<file path="src/hfh_consts.vh">
// register map, field layout and line constants for the hdlc port
`ifndef HFH_CONSTS_VH
`define HFH_CONSTS_VH
// register offsets within one port
`define HFH_OFF_RX_MAP     9'h010
`define HFH_OFF_RX_SUP     9'h011
`define HFH_OFF_RX_WM      9'h087
`define HFH_OFF_RX_LAT     9'h094
`define HFH_OFF_RX_MASK    9'h0a4
`define HFH_OFF_RX_LIVE    9'h0b4
`define HFH_OFF_RX_AVAIL   9'h0b5
`define HFH_OFF_RX_DATA    9'h0b6
`define HFH_OFF_TX_MISC    9'h110
`define HFH_OFF_TX_SUP     9'h111
`define HFH_OFF_TX_MAP     9'h113
`define HFH_OFF_TX_WM      9'h187
`define HFH_OFF_TX_LAT     9'h191
`define HFH_OFF_TX_MASK    9'h1a1
`define HFH_OFF_TX_LIVE    9'h1b1
`define HFH_OFF_TX_AVAIL   9'h1b3
`define HFH_OFF_TX_DATA    9'h1b4
// map control fields
`define HFH_MAP_SLOT       4:0
`define HFH_MAP_MODE       6:5
`define HFH_MODE_SLOT      2'h0
`define HFH_MODE_FDL       2'h1
`define HFH_MODE_SA        2'h2
// watermark field
`define HFH_WM_LVL         5:0
// live status bits
`define HFH_LIVE_NEMPTY    0
`define HFH_LIVE_WM        1
// receive latched bits
`define HFH_RX_LAT_WM      1
`define HFH_RX_LAT_EOP     2
`define HFH_RX_LAT_ABT     3
`define HFH_RX_LAT_CRC     4
`define HFH_RX_LAT_OVR     5
// transmit latched bits
`define HFH_TX_LAT_WM      1
`define HFH_TX_LAT_UDR     2
`define HFH_TX_LAT_EOP     3
`define HFH_TX_LAT_OVF     4
// misc control and count fields
`define HFH_TX_MISC_EOM    0
`define HFH_AVAIL_CONT     7
// reset values
`define HFH_RST_REG        8'h00
// line coding
`define HFH_FLAG           8'h7e
`define HFH_ABORT          8'hff
`define HFH_CRC_INIT       16'hffff
`define HFH_CRC_POLY       16'h8408
`define HFH_CRC_GOOD       16'hf0b8
`endif

</file>
<file path="src/hfh_hdlc_port_end.v">
// spare file holder intentionally empty of logic
`timescale 1ns/10ps
`default_nettype none
`default_nettype wire

</file>
<file path="src/hfh_hdlc_port.v">
// one hdlc port: fifos, host registers, framing engines, interrupt
//
// Summary of operation
// - rx high watermark live flag set while rx fill level exceeds watermark
// - tx low watermark live flag set while tx fill level is below watermark
// - tx low watermark event, when unmasked, drives the interrupt low
// - rx overrun drops current packet, empties rx fifo, latches overrun bit 5
// - bytes-available low 7 bits give readable rx bytes, 0 to 64
// - bytes-available count stops at the end of the oldest message
// - bytes-available msb is 1 when the message has not yet ended
// - latched bits stay set until cleared, set again only on new event
// - status write clears bits written one, live bits untouched
// - each latched event has its own interrupt mask bit
// - unmasked latched event drives interrupt output low
// - interrupt released when host reads the status holding the event
// - tx buffer-available gives free bytes in the tx fifo
// - tx buffer-available is live but held stable through the read
// - watermarks come from the rx and tx fifo control registers
// - port n registers sit at port one offset plus (n-1) times 200h
// - controller maps onto one slot, the fdl or sa bits
// - bit-suppress register removes marked bit positions from the path in slot and sa modes, not in fdl mode
// - separate 64-byte fifo for transmit and receive
// - flags, aborts, crc, zero stuffing and byte alignment in hardware
`timescale 1ns/10ps
`default_nettype none
`include "hfh_consts.vh"
module hfh_hdlc_port #(
    parameter PORT_NUM = 1,
    parameter FIFO_AW  = 6
) (
    // clock and reset
    input  wire        i_clk,
    input  wire        i_rst,
    // host register port
    input  wire [12:0] i_addr,
    input  wire [7:0]  i_wdata,
    input  wire        i_wr,
    input  wire        i_rd,
    output reg  [7:0]  o_rdata,
    // receive line side
    input  wire        i_rx_bit_en,
    input  wire        i_rx_bit,
    input  wire [4:0]  i_rx_slot,
    input  wire [2:0]  i_rx_bitpos,
    input  wire        i_rx_fdl,
    input  wire        i_rx_sa,
    // transmit line side
    input  wire        i_tx_bit_req,
    input  wire [4:0]  i_tx_slot,
    input  wire [2:0]  i_tx_bitpos,
    input  wire        i_tx_fdl,
    input  wire        i_tx_sa,
    output reg         o_tx_bit,
    output reg         o_tx_bit_valid,
    // interrupt
    output reg         o_interrupt_out_n
);

    localparam DEPTH = 1 << FIFO_AW;
    localparam [31:0] PORT_M1 = PORT_NUM - 1;
    localparam [3:0] PORT_IDX = PORT_M1[3:0];
    localparam [FIFO_AW:0] FULL = {1'b1, {FIFO_AW{1'b0}}};
    localparam [1:0] T_IDLE = 2'h0;
    localparam [1:0] T_DATA = 2'h1;
    localparam [1:0] T_FCS  = 2'h2;
    localparam [1:0] T_ABRT = 2'h3;

    // slot, fdl or sa selection with bit suppression
    function slot_sel;
        input [7:0] ctl;
        input [7:0] sup;
        input [4:0] slot;
        input [2:0] pos;
        input       fdl;
        input       sa;
        begin
            case (ctl[`HFH_MAP_MODE])
                `HFH_MODE_SLOT: slot_sel = (slot == ctl[`HFH_MAP_SLOT])
                                           && !sup[pos];
                `HFH_MODE_FDL:  slot_sel = fdl;
                `HFH_MODE_SA:   slot_sel = sa && !sup[pos];
                default:        slot_sel = 1'b0;
            endcase
        end
    endfunction

    // crc-16 over one byte, lsb first
    function [15:0] crc_byte;
        input [15:0] crc;
        input [7:0]  data;
        integer k;
        reg [15:0] c;
        begin
            c = crc;
            for (k = 0; k < 8; k = k + 1) begin
                c = {1'b0, c[15:1]} ^ ((c[0] ^ data[k]) ? `HFH_CRC_POLY
                                                        : 16'h0000);
            end
            crc_byte = c;
        end
    endfunction

    // registers
    reg [7:0]         rx_map_r, rx_sup_r, rx_wm_r, rx_mask_r, rx_lat_r;
    reg [7:0]         tx_misc_r, tx_sup_r, tx_map_r, tx_wm_r;
    reg [7:0]         tx_mask_r, tx_lat_r;
    reg [7:0]         rx_pend_r, tx_pend_r;
    reg               rx_hwm_r, tx_lwm_r;
    // receive fifo
    reg [7:0]         rx_mem [0:DEPTH-1];
    reg [DEPTH-1:0]   rx_mark_r;
    reg [FIFO_AW-1:0] rx_rd_r, rx_wr_r;
    reg [FIFO_AW:0]   rx_cnt_r;
    reg               rx_drop_r;
    // transmit fifo
    reg [8:0]         tx_mem [0:DEPTH-1];
    reg [FIFO_AW-1:0] tx_rd_r, tx_wr_r;
    reg [FIFO_AW:0]   tx_cnt_r;
    // receive engine
    reg [2:0]         rx_ones_r, rx_bits_r;
    reg [7:0]         rx_sh_r, rx_h0_r, rx_h1_r;
    reg [1:0]         rx_held_r;
    reg               rx_infr_r, rx_any_r;
    reg [15:0]        rx_crc_r;
    reg               rx_push_r, rx_end_r, rx_start_r;
    reg [7:0]         rx_pbyte_r;
    reg               rx_ok_r, rx_bad_r, rx_abt_r;
    // transmit engine
    reg [1:0]         tx_st_r;
    reg [15:0]        tx_sh_r, tx_crc_r;
    reg [4:0]         tx_left_r;
    reg [2:0]         tx_ones_r;
    reg               tx_last_r;

    // host decode
    wire       hit    = (i_addr[12:9] == PORT_IDX);
    wire [8:0] off    = i_addr[8:0];
    wire       wr_hit = i_wr && hit;
    wire       rd_hit = i_rd && hit;

    wire rx_pop  = rd_hit && (off == `HFH_OFF_RX_DATA)
                   && (rx_cnt_r != 0);
    wire tx_wrt  = wr_hit && (off == `HFH_OFF_TX_DATA);
    wire tx_push = tx_wrt && (tx_cnt_r != FULL);
    wire rx_over = rx_push_r && !rx_drop_r && (rx_cnt_r == FULL);
    wire rx_put  = rx_push_r && !rx_drop_r && (rx_cnt_r != FULL);

    wire rx_take = i_rx_bit_en && slot_sel(rx_map_r, rx_sup_r, i_rx_slot,
                   i_rx_bitpos, i_rx_fdl, i_rx_sa);
    wire tx_take = i_tx_bit_req && slot_sel(tx_map_r, tx_sup_r, i_tx_slot,
                   i_tx_bitpos, i_tx_fdl, i_tx_sa);
    wire tx_stuff = (tx_st_r == T_DATA || tx_st_r == T_FCS)
                    && (tx_ones_r == 3'd5);
    wire tx_nxt   = tx_stuff ? 1'b0 : tx_sh_r[0];
    wire tx_pop   = tx_take && !tx_stuff && (tx_left_r == 5'd1)
                    && (tx_cnt_r != 0)
                    && (tx_st_r == T_IDLE
                        || (tx_st_r == T_DATA && !tx_last_r));
    wire tx_udr   = tx_take && !tx_stuff && (tx_left_r == 5'd1)
                    && tx_st_r == T_DATA && !tx_last_r && (tx_cnt_r == 0);
    wire tx_eop   = tx_take && !tx_stuff && (tx_left_r == 5'd1)
                    && tx_st_r == T_DATA && tx_last_r;
    wire [8:0] tx_head = tx_mem[tx_rd_r];

    // live watermark flags
    wire rx_hwm_nxt = rx_cnt_r > {1'b0, rx_wm_r[`HFH_WM_LVL]};
    wire tx_lwm_nxt = tx_cnt_r < {1'b0, tx_wm_r[`HFH_WM_LVL]};

    // latched event sources
    wire [7:0] rx_set = {2'b00,
                         rx_over,
                         rx_bad_r && !rx_drop_r,
                         rx_abt_r && !rx_drop_r,
                         rx_ok_r && !rx_drop_r,
                         rx_hwm_nxt && !rx_hwm_r,
                         1'b0};
    wire [7:0] tx_set = {3'b000,
                         tx_wrt && (tx_cnt_r == FULL),
                         tx_eop,
                         tx_udr,
                         tx_lwm_nxt && !tx_lwm_r,
                         1'b0};

    // bytes available up to the oldest message end
    reg [FIFO_AW:0]   avail;
    reg               found;
    reg [FIFO_AW-1:0] idx;
    integer i;
    always @* begin
        avail = {(FIFO_AW+1){1'b0}};
        found = 1'b0;
        idx   = {FIFO_AW{1'b0}};
        for (i = 0; i < DEPTH; i = i + 1) begin
            idx = rx_rd_r + i[FIFO_AW-1:0];
            if (!found && (i < rx_cnt_r)) begin
                avail = avail + 1'b1;
                found = rx_mark_r[idx];
            end
        end
    end
    wire rx_cont = (avail != 0) && !found;

    // control registers and latched status
    always @(posedge i_clk or posedge i_rst) begin
        if (i_rst) begin
            rx_map_r  <= `HFH_RST_REG;
            rx_sup_r  <= `HFH_RST_REG;
            rx_wm_r   <= `HFH_RST_REG;
            rx_mask_r <= `HFH_RST_REG;
            rx_lat_r  <= `HFH_RST_REG;
            rx_pend_r <= `HFH_RST_REG;
            tx_misc_r <= `HFH_RST_REG;
            tx_sup_r  <= `HFH_RST_REG;
            tx_map_r  <= `HFH_RST_REG;
            tx_wm_r   <= `HFH_RST_REG;
            tx_mask_r <= `HFH_RST_REG;
            tx_lat_r  <= `HFH_RST_REG;
            tx_pend_r <= `HFH_RST_REG;
            rx_hwm_r  <= 1'b0;
            tx_lwm_r  <= 1'b0;
        end else begin
            rx_hwm_r <= rx_hwm_nxt;
            tx_lwm_r <= tx_lwm_nxt;
            if (wr_hit && off == `HFH_OFF_RX_MAP)  rx_map_r  <= i_wdata;
            if (wr_hit && off == `HFH_OFF_RX_SUP)  rx_sup_r  <= i_wdata;
            if (wr_hit && off == `HFH_OFF_RX_WM)   rx_wm_r   <= i_wdata;
            if (wr_hit && off == `HFH_OFF_RX_MASK) rx_mask_r <= i_wdata;
            if (wr_hit && off == `HFH_OFF_TX_SUP)  tx_sup_r  <= i_wdata;
            if (wr_hit && off == `HFH_OFF_TX_MAP)  tx_map_r  <= i_wdata;
            if (wr_hit && off == `HFH_OFF_TX_WM)   tx_wm_r   <= i_wdata;
            if (wr_hit && off == `HFH_OFF_TX_MASK) tx_mask_r <= i_wdata;
            if (wr_hit && off == `HFH_OFF_TX_MISC)
                tx_misc_r <= i_wdata;
            else if (tx_wrt)
                tx_misc_r[`HFH_TX_MISC_EOM] <= 1'b0;
            // write one clears, new event wins
            rx_lat_r <= (rx_lat_r & ~((wr_hit && off == `HFH_OFF_RX_LAT)
                        ? i_wdata : 8'h00)) | rx_set;
            tx_lat_r <= (tx_lat_r & ~((wr_hit && off == `HFH_OFF_TX_LAT)
                        ? i_wdata : 8'h00)) | tx_set;
            // pending cleared by reading the status
            rx_pend_r <= (rx_pend_r & ((rd_hit && off == `HFH_OFF_RX_LAT)
                         ? 8'h00 : 8'hff)) | rx_set;
            tx_pend_r <= (tx_pend_r & ((rd_hit && off == `HFH_OFF_TX_LAT)
                         ? 8'h00 : 8'hff)) | tx_set;
        end
    end

    // interrupt output
    always @(posedge i_clk or posedge i_rst) begin
        if (i_rst) begin
            o_interrupt_out_n <= 1'b1;
        end else begin
            o_interrupt_out_n <= !(|(rx_pend_r & rx_mask_r)
                                   || |(tx_pend_r & tx_mask_r));
        end
    end

    // read data, captured once so it holds through the cycle
    always @(posedge i_clk or posedge i_rst) begin
        if (i_rst) begin
            o_rdata <= 8'h00;
        end else if (rd_hit) begin
            case (off)
                `HFH_OFF_RX_MAP:   o_rdata <= rx_map_r;
                `HFH_OFF_RX_SUP:   o_rdata <= rx_sup_r;
                `HFH_OFF_RX_WM:    o_rdata <= rx_wm_r;
                `HFH_OFF_RX_LAT:   o_rdata <= rx_lat_r;
                `HFH_OFF_RX_MASK:  o_rdata <= rx_mask_r;
                `HFH_OFF_RX_LIVE:  o_rdata <= {6'h00, rx_hwm_nxt,
                                              rx_cnt_r != 0};
                `HFH_OFF_RX_AVAIL: o_rdata <= {rx_cont, avail};
                `HFH_OFF_RX_DATA:  o_rdata <= rx_mem[rx_rd_r];
                `HFH_OFF_TX_MISC:  o_rdata <= tx_misc_r;
                `HFH_OFF_TX_SUP:   o_rdata <= tx_sup_r;
                `HFH_OFF_TX_MAP:   o_rdata <= tx_map_r;
                `HFH_OFF_TX_WM:    o_rdata <= tx_wm_r;
                `HFH_OFF_TX_LAT:   o_rdata <= tx_lat_r;
                `HFH_OFF_TX_MASK:  o_rdata <= tx_mask_r;
                `HFH_OFF_TX_LIVE:  o_rdata <= {6'h00, tx_lwm_nxt,
                                              tx_cnt_r == 0};
                `HFH_OFF_TX_AVAIL: o_rdata <= {1'b0, FULL - tx_cnt_r};
                default:           o_rdata <= 8'h00;
            endcase
        end else begin
            o_rdata <= 8'h00;
        end
    end

    // receive fifo, 64 bytes with end marks
    always @(posedge i_clk) begin
        if (rx_put)
            rx_mem[rx_wr_r] <= rx_pbyte_r;
    end
    always @(posedge i_clk or posedge i_rst) begin
        if (i_rst) begin
            rx_rd_r   <= {FIFO_AW{1'b0}};
            rx_wr_r   <= {FIFO_AW{1'b0}};
            rx_cnt_r  <= {(FIFO_AW+1){1'b0}};
            rx_mark_r <= {DEPTH{1'b0}};
            rx_drop_r <= 1'b0;
        end else if (rx_over) begin
            rx_rd_r   <= {FIFO_AW{1'b0}};
            rx_wr_r   <= {FIFO_AW{1'b0}};
            rx_cnt_r  <= {(FIFO_AW+1){1'b0}};
            rx_mark_r <= {DEPTH{1'b0}};
            rx_drop_r <= 1'b1;
        end else begin
            if (rx_start_r)
                rx_drop_r <= 1'b0;
            if (rx_put) begin
                rx_wr_r            <= rx_wr_r + 1'b1;
                rx_mark_r[rx_wr_r] <= 1'b0;
            end
            if (rx_end_r && !rx_drop_r && rx_cnt_r != 0)
                rx_mark_r[rx_wr_r - 1'b1] <= 1'b1;
            if (rx_pop)
                rx_rd_r <= rx_rd_r + 1'b1;
            if (rx_put && !rx_pop)
                rx_cnt_r <= rx_cnt_r + 1'b1;
            else if (rx_pop && !rx_put)
                rx_cnt_r <= rx_cnt_r - 1'b1;
        end
    end

    // receive engine: destuff, flags, aborts, crc, alignment
    always @(posedge i_clk or posedge i_rst) begin
        if (i_rst) begin
            rx_ones_r  <= 3'd0;
            rx_bits_r  <= 3'd0;
            rx_sh_r    <= 8'h00;
            rx_h0_r    <= 8'h00;
            rx_h1_r    <= 8'h00;
            rx_held_r  <= 2'd0;
            rx_infr_r  <= 1'b0;
            rx_any_r   <= 1'b0;
            rx_crc_r   <= `HFH_CRC_INIT;
            rx_push_r  <= 1'b0;
            rx_pbyte_r <= 8'h00;
            rx_end_r   <= 1'b0;
            rx_start_r <= 1'b0;
            rx_ok_r    <= 1'b0;
            rx_bad_r   <= 1'b0;
            rx_abt_r   <= 1'b0;
        end else begin
            rx_push_r  <= 1'b0;
            rx_end_r   <= 1'b0;
            rx_start_r <= 1'b0;
            rx_ok_r    <= 1'b0;
            rx_bad_r   <= 1'b0;
            rx_abt_r   <= 1'b0;
            if (rx_take && i_rx_bit && rx_ones_r == 3'd6) begin
                // seventh one: abort
                rx_ones_r <= 3'd7;
                rx_infr_r <= 1'b0;
                rx_abt_r  <= rx_infr_r && rx_any_r;
                rx_end_r  <= rx_infr_r && rx_any_r;
            end else if (rx_take && i_rx_bit) begin
                if (rx_ones_r != 3'd7)
                    rx_ones_r <= rx_ones_r + 1'b1;
                rx_sh_r   <= {1'b1, rx_sh_r[7:1]};
                rx_bits_r <= rx_bits_r + 1'b1;
            end else if (rx_take && rx_ones_r == 3'd6) begin
                // flag closes one frame and opens the next
                if (rx_infr_r && rx_any_r) begin
                    rx_end_r <= 1'b1;
                    if (rx_bits_r == 3'd7 && rx_held_r == 2'd2
                        && rx_crc_r == `HFH_CRC_GOOD)
                        rx_ok_r <= 1'b1;
                    else
                        rx_bad_r <= 1'b1;
                end
                rx_ones_r  <= 3'd0;
                rx_bits_r  <= 3'd0;
                rx_held_r  <= 2'd0;
                rx_any_r   <= 1'b0;
                rx_infr_r  <= 1'b1;
                rx_start_r <= 1'b1;
                rx_crc_r   <= `HFH_CRC_INIT;
            end else if (rx_take && rx_ones_r == 3'd5) begin
                rx_ones_r <= 3'd0;              // stuffed zero dropped
            end else if (rx_take) begin
                rx_ones_r <= 3'd0;
                rx_sh_r   <= {1'b0, rx_sh_r[7:1]};
                rx_bits_r <= rx_bits_r + 1'b1;
            end
            // byte complete: hold two bytes back so fcs never reaches fifo
            if (rx_take && rx_ones_r != 3'd5 && rx_ones_r != 3'd6
                && rx_bits_r == 3'd7 && rx_infr_r) begin
                rx_crc_r <= crc_byte(rx_crc_r, {i_rx_bit, rx_sh_r[7:1]});
                rx_h0_r  <= {i_rx_bit, rx_sh_r[7:1]};
                rx_h1_r  <= rx_h0_r;
                if (rx_held_r == 2'd2) begin
                    rx_push_r  <= 1'b1;
                    rx_pbyte_r <= rx_h1_r;
                    rx_any_r   <= 1'b1;
                end else begin
                    rx_held_r <= rx_held_r + 1'b1;
                end
            end
        end
    end

    // transmit fifo, 64 bytes with end mark
    always @(posedge i_clk) begin
        if (tx_push)
            tx_mem[tx_wr_r] <= {tx_misc_r[`HFH_TX_MISC_EOM], i_wdata};
    end
    always @(posedge i_clk or posedge i_rst) begin
        if (i_rst) begin
            tx_rd_r  <= {FIFO_AW{1'b0}};
            tx_wr_r  <= {FIFO_AW{1'b0}};
            tx_cnt_r <= {(FIFO_AW+1){1'b0}};
        end else begin
            if (tx_push)
                tx_wr_r <= tx_wr_r + 1'b1;
            if (tx_pop)
                tx_rd_r <= tx_rd_r + 1'b1;
            if (tx_push && !tx_pop)
                tx_cnt_r <= tx_cnt_r + 1'b1;
            else if (tx_pop && !tx_push)
                tx_cnt_r <= tx_cnt_r - 1'b1;
        end
    end

    // transmit engine: flags, stuffing, fcs, abort on underrun
    always @(posedge i_clk or posedge i_rst) begin
        if (i_rst) begin
            tx_st_r        <= T_IDLE;
            tx_sh_r        <= {8'h00, `HFH_FLAG};
            tx_left_r      <= 5'd8;
            tx_ones_r      <= 3'd0;
            tx_crc_r       <= `HFH_CRC_INIT;
            tx_last_r      <= 1'b0;
            o_tx_bit       <= 1'b1;
            o_tx_bit_valid <= 1'b0;
        end else begin
            o_tx_bit_valid <= tx_take;
            if (tx_take)
                o_tx_bit <= tx_nxt;
            if (tx_take && tx_stuff) begin
                tx_ones_r <= 3'd0;
            end else if (tx_take) begin
                tx_ones_r <= tx_sh_r[0] ? tx_ones_r + 1'b1 : 3'd0;
                tx_sh_r   <= {1'b0, tx_sh_r[15:1]};
                tx_left_r <= tx_left_r - 1'b1;
                if (tx_left_r == 5'd1) begin
                    if (tx_pop) begin
                        tx_sh_r   <= {8'h00, tx_head[7:0]};
                        tx_left_r <= 5'd8;
                        tx_last_r <= tx_head[8];
                        tx_crc_r  <= crc_byte(tx_st_r == T_IDLE
                                     ? `HFH_CRC_INIT : tx_crc_r,
                                     tx_head[7:0]);
                        tx_st_r   <= T_DATA;
                        if (tx_st_r == T_IDLE)
                            tx_ones_r <= 3'd0;
                    end else if (tx_eop) begin
                        tx_sh_r   <= ~tx_crc_r;
                        tx_left_r <= 5'd16;
                        tx_st_r   <= T_FCS;
                    end else if (tx_udr) begin
                        tx_sh_r   <= {8'h00, `HFH_ABORT};
                        tx_left_r <= 5'd8;
                        tx_st_r   <= T_ABRT;
                    end else begin
                        tx_sh_r   <= {8'h00, `HFH_FLAG};
                        tx_left_r <= 5'd8;
                        tx_ones_r <= 3'd0;
                        tx_st_r   <= T_IDLE;
                    end
                end
            end
        end
    end

endmodule // hfh_hdlc_port
`default_nettype wire

</file>
<file path="config.mk">
export PLATFORM = sky130hd
export DESIGN_NAME = hfh_hdlc_port
export DESIGN_NICKNAME = d
export VERILOG_FILES = /design/src/hfh_hdlc_port_end.v /design/src/hfh_hdlc_port.v
export VERILOG_INCLUDE_DIRS = /design/src
export SDC_FILE = /design/constraint.sdc
export NUM_CORES = 2
export LEC_CHECK = 0
export BUFFER_PORTS_ARGS = -buffer_cell sky130_fd_sc_hd__buf_2
export CAP_MARGIN = 20
export CORE_MARGIN = 2
export CORE_UTILIZATION = 45
export CTS_CLUSTER_SIZE = 12
export DETAILED_ROUTE_END_ITERATION = 7
export PLACE_DENSITY = 0.6
export SYNTH_ARGS = -nofsm -noshare
export SYNTH_HDL_FRONTEND = slang
export SYNTH_SLANG_ARGS = --single-unit
</file>
<file path="constraint.sdc">
create_clock -name i_clk -period 120.7 [get_ports i_clk]
set_clock_uncertainty 0.1 [all_clocks]
set_input_delay 24.14 -clock i_clk [delete_from_list [all_inputs] [get_ports i_clk]]
set_output_delay 24.14 -clock i_clk [all_outputs]
set_load 0.03 [all_outputs]
</file>
# Word-level counts from Yosys, hierarchy flattened
# Memories as Yosys holds them, arrays and structs flattened.
# Index checks and enable logic that the tools add are counted.
[word_totals] memories=2 latch_bits=0 reg_bits=327 ram_bits=1088 input_bits=48 mem_bits_ro=0 output_inout_bits=11
[op_classes] n_mux=380 add_sub_neg=140 mul=0 n_reduce_logical=238 bitwise_logic=50 magnitude_cmp=136 div_mod_pow=0 n_eq_ne=46 n_shift=0
[mem_list] memory="tx_mem" depth=64 word_bits=9 rd=1 rd_ports_with_merged_regs=0 wr=1 line="hfh_hdlc_port.v:116" source="reg [8:0] tx_mem [0:DEPTH-1];"
[mem_list] memory="rx_mem" depth=64 word_bits=8 rd=1 rd_ports_with_merged_regs=0 wr=1 line="hfh_hdlc_port.v:110" source="reg [7:0] rx_mem [0:DEPTH-1];"
[ops] cell="2-to-1 mux 7 bit" n=68
[ops] cell="< comparator 6 x 7 -> 1 bit (second input constant)" n=66
[ops] cell="adder 7 x 1 -> 7 bit (second input constant)" n=65
[ops] cell="binary-select mux 1 bit (select 6 bit)" n=64
[ops] cell="2-to-1 mux 16 bit" n=24
[ops] cell="2-to-1 mux 64 bit" n=4
[ops] cell="bitwise XOR 15 x 16 -> 16 bit" n=16
[ops] cell="< comparator 6 x 7 -> 1 bit (first input constant)" n=32
[ops] cell="adder 6 bit (second input constant)" n=32
[ops] cell="2-to-1 mux 1 bit" n=170
[ops] cell="logical AND 1 bit" n=128
[ops] cell="case mux 8 bit (16 select lines)" n=1
[ops] cell="< comparator 5 x 7 -> 1 bit (first input constant)" n=16
[ops] cell="adder 6 x 5 -> 6 bit (second input constant)" n=16
[ops] cell="== test 9 bit (second input constant)" n=9
[ops] cell="2-to-1 mux 8 bit" n=10
[ops] cell="logical NOT 1 bit" n=76
[ops] cell="AND 64 bit" n=1
[ops] cell="inverter 64 bit" n=1
[ops] cell="bitwise OR 64 bit" n=1
[ops] cell="< comparator 4 x 7 -> 1 bit (first input constant)" n=8
[ops] cell="== test 9 x 8 -> 1 bit (second input constant)" n=6
[ops] cell="2-to-1 mux 3 bit" n=18
[ops] cell="adder 6 x 4 -> 6 bit (second input constant)" n=8
[ops] cell="54 further kinds" n=150

# Depth between registers and ports, before layout
[logic_depth] depth_word=196 mapped_depth=230

# Worst setup path after synthesis
# No wires, ideal clock.
[synth_path] path_kind="register -> register" from="register rx_rd_r[0]" to="register o_rdata[6]" setup_slack_ps=76644 setup_ps=147 synth_period_minus_slack_ps=44056 path_buffers=11 t_arrival_ps=43809 path_stages_with_launch=227 required_time_ps=120453 cell_sequence="dfrtp_1 buf_4 buf_8 buf_8 buf_8 buf_8 buf_2 clkbuf_1 buf_1 buf_1 inv_1 ha_1 clkbuf_1 inv_2 clkbuf_1 mux4_2 mux4_2 nand3_1 [191 not listed] ha_1 mux2_2 ha_1 mux2_2 ha_1 mux2_2 ha_1 nand2_1 nand2_1 ha_1 mux2_2 ha_1 and4_1 a22oi_1 nor2_1 xnor3_1 a221oi_1 nor2_1"
[synth_between] elab_chain_len=194 elab_cells_between_ends=505 classes_between="add/sub (124); mux (254); reduce/logical (126); memory (1)"
[synth_rtl] element="from (decl)" line="hfh_hdlc_port.v:112" source="reg [FIFO_AW-1:0] rx_rd_r, rx_wr_r;"
[synth_rtl] element="from (signal assigned)" line="hfh_hdlc_port.v:297" source="rx_rd_r <= {FIFO_AW{1'b0}};"
[synth_rtl] element="from (signal assigned)" line="hfh_hdlc_port.v:303" source="rx_rd_r <= {FIFO_AW{1'b0}};"
[synth_rtl] element="from (signal assigned)" line="hfh_hdlc_port.v:318" source="rx_rd_r <= rx_rd_r + 1'b1;"
[synth_rtl] element="branches (longest 192 deep; another with adder 7 x 1 -> 7 bit)"
[synth_rtl] element="case mux 8 bit (16 select lines) *" line="hfh_hdlc_port.v:264" source="case (off)"
[synth_rtl] element="2-to-1 mux 8 bit *" line="hfh_hdlc_port.v:263" source="end else if (rd_hit) begin"
[synth_rtl] element="to (signal assigned)" line="hfh_hdlc_port.v:265" source="`HFH_OFF_RX_MAP: o_rdata <= rx_map_r;"
[synth_rtl] element="to (signal assigned)" line="hfh_hdlc_port.v:266" source="`HFH_OFF_RX_SUP: o_rdata <= rx_sup_r;"
[synth_rtl] element="to (signal assigned)" line="hfh_hdlc_port.v:267" source="`HFH_OFF_RX_WM: o_rdata <= rx_wm_r;"
[synth_rtl] element="to (decl)" line="hfh_hdlc_port.v:39" source="output reg [7:0] o_rdata,"
# Every way passes the cells marked *. The select of a mux whose other input is x is not followed.
# A chain may end at the register's enable or synchronous reset.

# Final worst setup path
# Ends and elaborated chain as after synthesis.

==> reports/results.txt <==
# IOs -> 59
Reg2reg start -> rx_rd_r[0]
Data arrival, critical path -> 50.35 ns
Setup TNS -> 0 ns
Mapped cell area -> 0.0809 mm^2
VDD IR-drop max -> 0.0161 mV
Dpl cell area -> 0.0838 mm^2
Post-synth ARST share -> 0.231
Initial antenna violation count -> 15
Worst setup path start -> rx_rd_r[0]
GRT Util Overall -> 0.260
Die width -> 428 um
Post-route DRC -> 0
TritonCTS buffer count -> 148
P per Cell Area -> 12.7 mW/mm^2
Min-delay worst type -> reg2reg
Largest net degree at the start of global routing -> 170
Setup Fix Bufs, Post-CTS -> 0
Hold endpoint -> rx_any_r
Layout cells sized above 1 -> 0.203
WP depth -> 216
CTS sink cnt -> 1414
Slew Limit Fails -> 0
Final period util -> 0.412
Clock latency on the worst-skew pair -> 0.81 ns
Slew margin rel. -> 0.103
Post-Synthesis Cells -> 6215
Area grow syn2layout -> 9.41%
Std cell rows -> 155
R2R cell count -> 216
Post-synthesis adder-cell area fraction -> 0.0192
CTS tree -> yes
Post-synthesis mux area share -> 0.205
Sequential share of the synthesized area -> 0.505
Synth Flop Type -> edfxtp_1
DRT Wirelength -> 242000 um
Hold-fix buffers, CTS -> 0
Synth Area in Simple Gates -> 0.109
Status -> finished, final reports clean
Critical path's top delay family -> adder cells
Delay of the slowest critical-path stage -> 0.92 ns
Min Clock Period, post-route -> 49.79 ns
Number of synthesized flops with an enable pin -> 1088
Total leakage power -> 0.0294 uW
Final hold vios -> 0
Global-route wire length before repair -> 360000 um
Clk buf depth -> 3
Avg Synthesized Cell Area -> 13.0 um^2
Core area -> 0.179 mm^2
Reg clk slew, reported paths -> 0.06 ns
Reg-to-reg critical path endpoint -> o_rdata[6]
Final nets -> 6419
Synth Area in Compound Gates -> 0.0802
DP HPWL -> 171000 um
Yosys warning total -> 0
Max-cap viol count -> 0
Pre-CTS setup slack -> 71.68 ns
RSZ-0062 raised after global routing -> no
Min-Delay Startpoint -> rx_any_r
Setup CP Type -> reg2reg
Achievable Freq -> 0.0201 GHz
Critical Path Source Type -> flop
Post-Synth XOR/XNOR Area -> 0.0577
Final Worst Setup Slack -> 70.91 ns
Slowest cell on the critical path -> dfrtp_4
Crit path max fanout -> 112
Vias in the first global route -> 53600
Design area -> 0.0885 mm^2
CP bufs+invs -> 13
Full die area -> 0.183 mm^2
Hold Path Depth -> 1
I/O Buffers -> 58
Main combinational cell family by area after synthesis -> multiplexers
Final Setup Violations -> 0
H-tree Lvls -> 4
R2R Setup Slk -> 70.91 ns
Gpl congestion -> 0.975
CP most frequent cell -> ha_1
Via/cell ratio -> 6.33
Initial Util -> 0.453
#FFs+latches synth -> 1414
Final ANT Viol Nets -> 0
Average wire per standard cell -> 27.7 um
Resized cells post-CTS -> 0
Root buf cell -> clkbuf_16
Type of element capturing the critical path -> flop
Via Count -> 55300
Post-synth cell types -> 129
Required @ worst endpoint -> 121.26 ns
GR Overflow Total -> 0
Worst hold slack -> 0.369 ns
Die height -> 428 um
Pre-antenna DRT Iters -> 6
Initial DRC Count -> 6177
Least-Margin Pin Slew -> 1.34 ns
## stage by stage
step / power, uW / util / std cells
global placement: 692 / 0.469 / 8446
CTS: 1130 / 0.495 / 8714
finish: 1120 / 0.496 / 8728
global route: 1170 / 0.496 / 8728
floorplan: 656 / - / 6217
detailed placement: 695 / 0.469 / 8449
## worst max path at each step
stage | slack (ns) | endpoint
2_1_floorplan | 76.64 | o_rdata[6]
3_3_place_gp | 72.49 | o_rdata[6]
3_5_place_dp | 71.68 | o_rdata[6]
4_1_cts | 71.47 | o_rdata[6]
5_1_grt | 67.45 | o_rdata[6]
6_report | 70.91 | o_rdata[6]
## layout make-up
type	instances	area [um^2]
inverter	139	529
clock inverter	43	478
sequential	1414	40900
fill	15500	90100
timing repair buffer	192	1350
antenna	6	15.0
clock buffer	222	4100
multi-input combinational	4357	38200
tap	2355	2950
## cell usage after synthesis (38+ instances only)
library cell  instances  area [um^2]
or3_1                45          282
xnor2_1             281         2460
mux2i_1             221         2210
mux4_2              542        12200
nand3_1             172          861
a21oi_1             241         1210
dfrtp_1             285         7130
nor3_1              146          731
nor2_1              470         1760
mux2_2              176         1980
buf_1                56          210
and2_1               54          338
o21ai_0             236         1180
and3_1               52          325
o211ai_1             38          285
nand2b_1             43          269
dfstp_2              41         1080
nand4_1              51          319
nor4_1               46          288
a31oi_1              41          257
nor2b_1              49          307
edfxtp_1           1088        32700
ha_1                118         1480
clkbuf_1            190          713
inv_1               127          477
xor2_1              129         1130
nand2_1             537         2020
## power by group
part           total, uW  switching [uW]  internal (uW)
sequential           528            3.04            525
clock                434             194            240
combinational        160            98.8           61.5
total               1120             295            827
## logic make-up after synthesis
group           count (synthesis)
buf+inv                       446
flops                        1414
mux                           953
other cells                     1
fa+ha+maj                     125
xor+xnor                      463
simple gates                 1825
compound gates                988
## per-layer routing
layer  wire length (um)  share of wire  vias up  track usage
met4              11000          0.046        2        0.112
li1                   -              -    24200            -
met5                  9       0.000037        -            0
met3              17100          0.071      500       0.0401
met1              99800           0.41    28200        0.358
met2             114000           0.47     2302        0.413
## registers in the layout, summed over array words and instances, names as in the netlist, 16 cells and up, named ones only
| name | count |
|---|---|
| rx_crc_r | 16 |
| rx_mark_r | 64 |
| rx_mem | 512 |
| tx_crc_r | 16 |
| tx_mem | 576 |
| tx_sh_r | 16 |
## placed cells by master, fill, tap and decap left out, types with 40 or more instances in the layout
cell type,synthesis,routed
xor2_1,129,129
nor4_1,46,40
a21oi_1,241,241
nand2_1,537,537
o21ai_0,236,235
nor2b_1,49,49
ha_1,118,118
nand4_1,51,51
nor2_1,470,469
mux4_2,542,542
and3_1,52,52
nor3_1,146,146
buf_4,17,123
inv_1,127,126
buf_2,25,60
nand3_1,172,172
clkbuf_1,190,62
clkbuf_16,0,148
or3_1,45,45
mux2_2,176,176
and2_1,54,54
a31oi_1,41,41
xnor2_1,281,278
nand2b_1,43,43
edfxtp_1,1088,1088
dfstp_2,41,41
dfrtp_1,285,268
mux2i_1,221,221
Power figures use the tool's default switching activity.
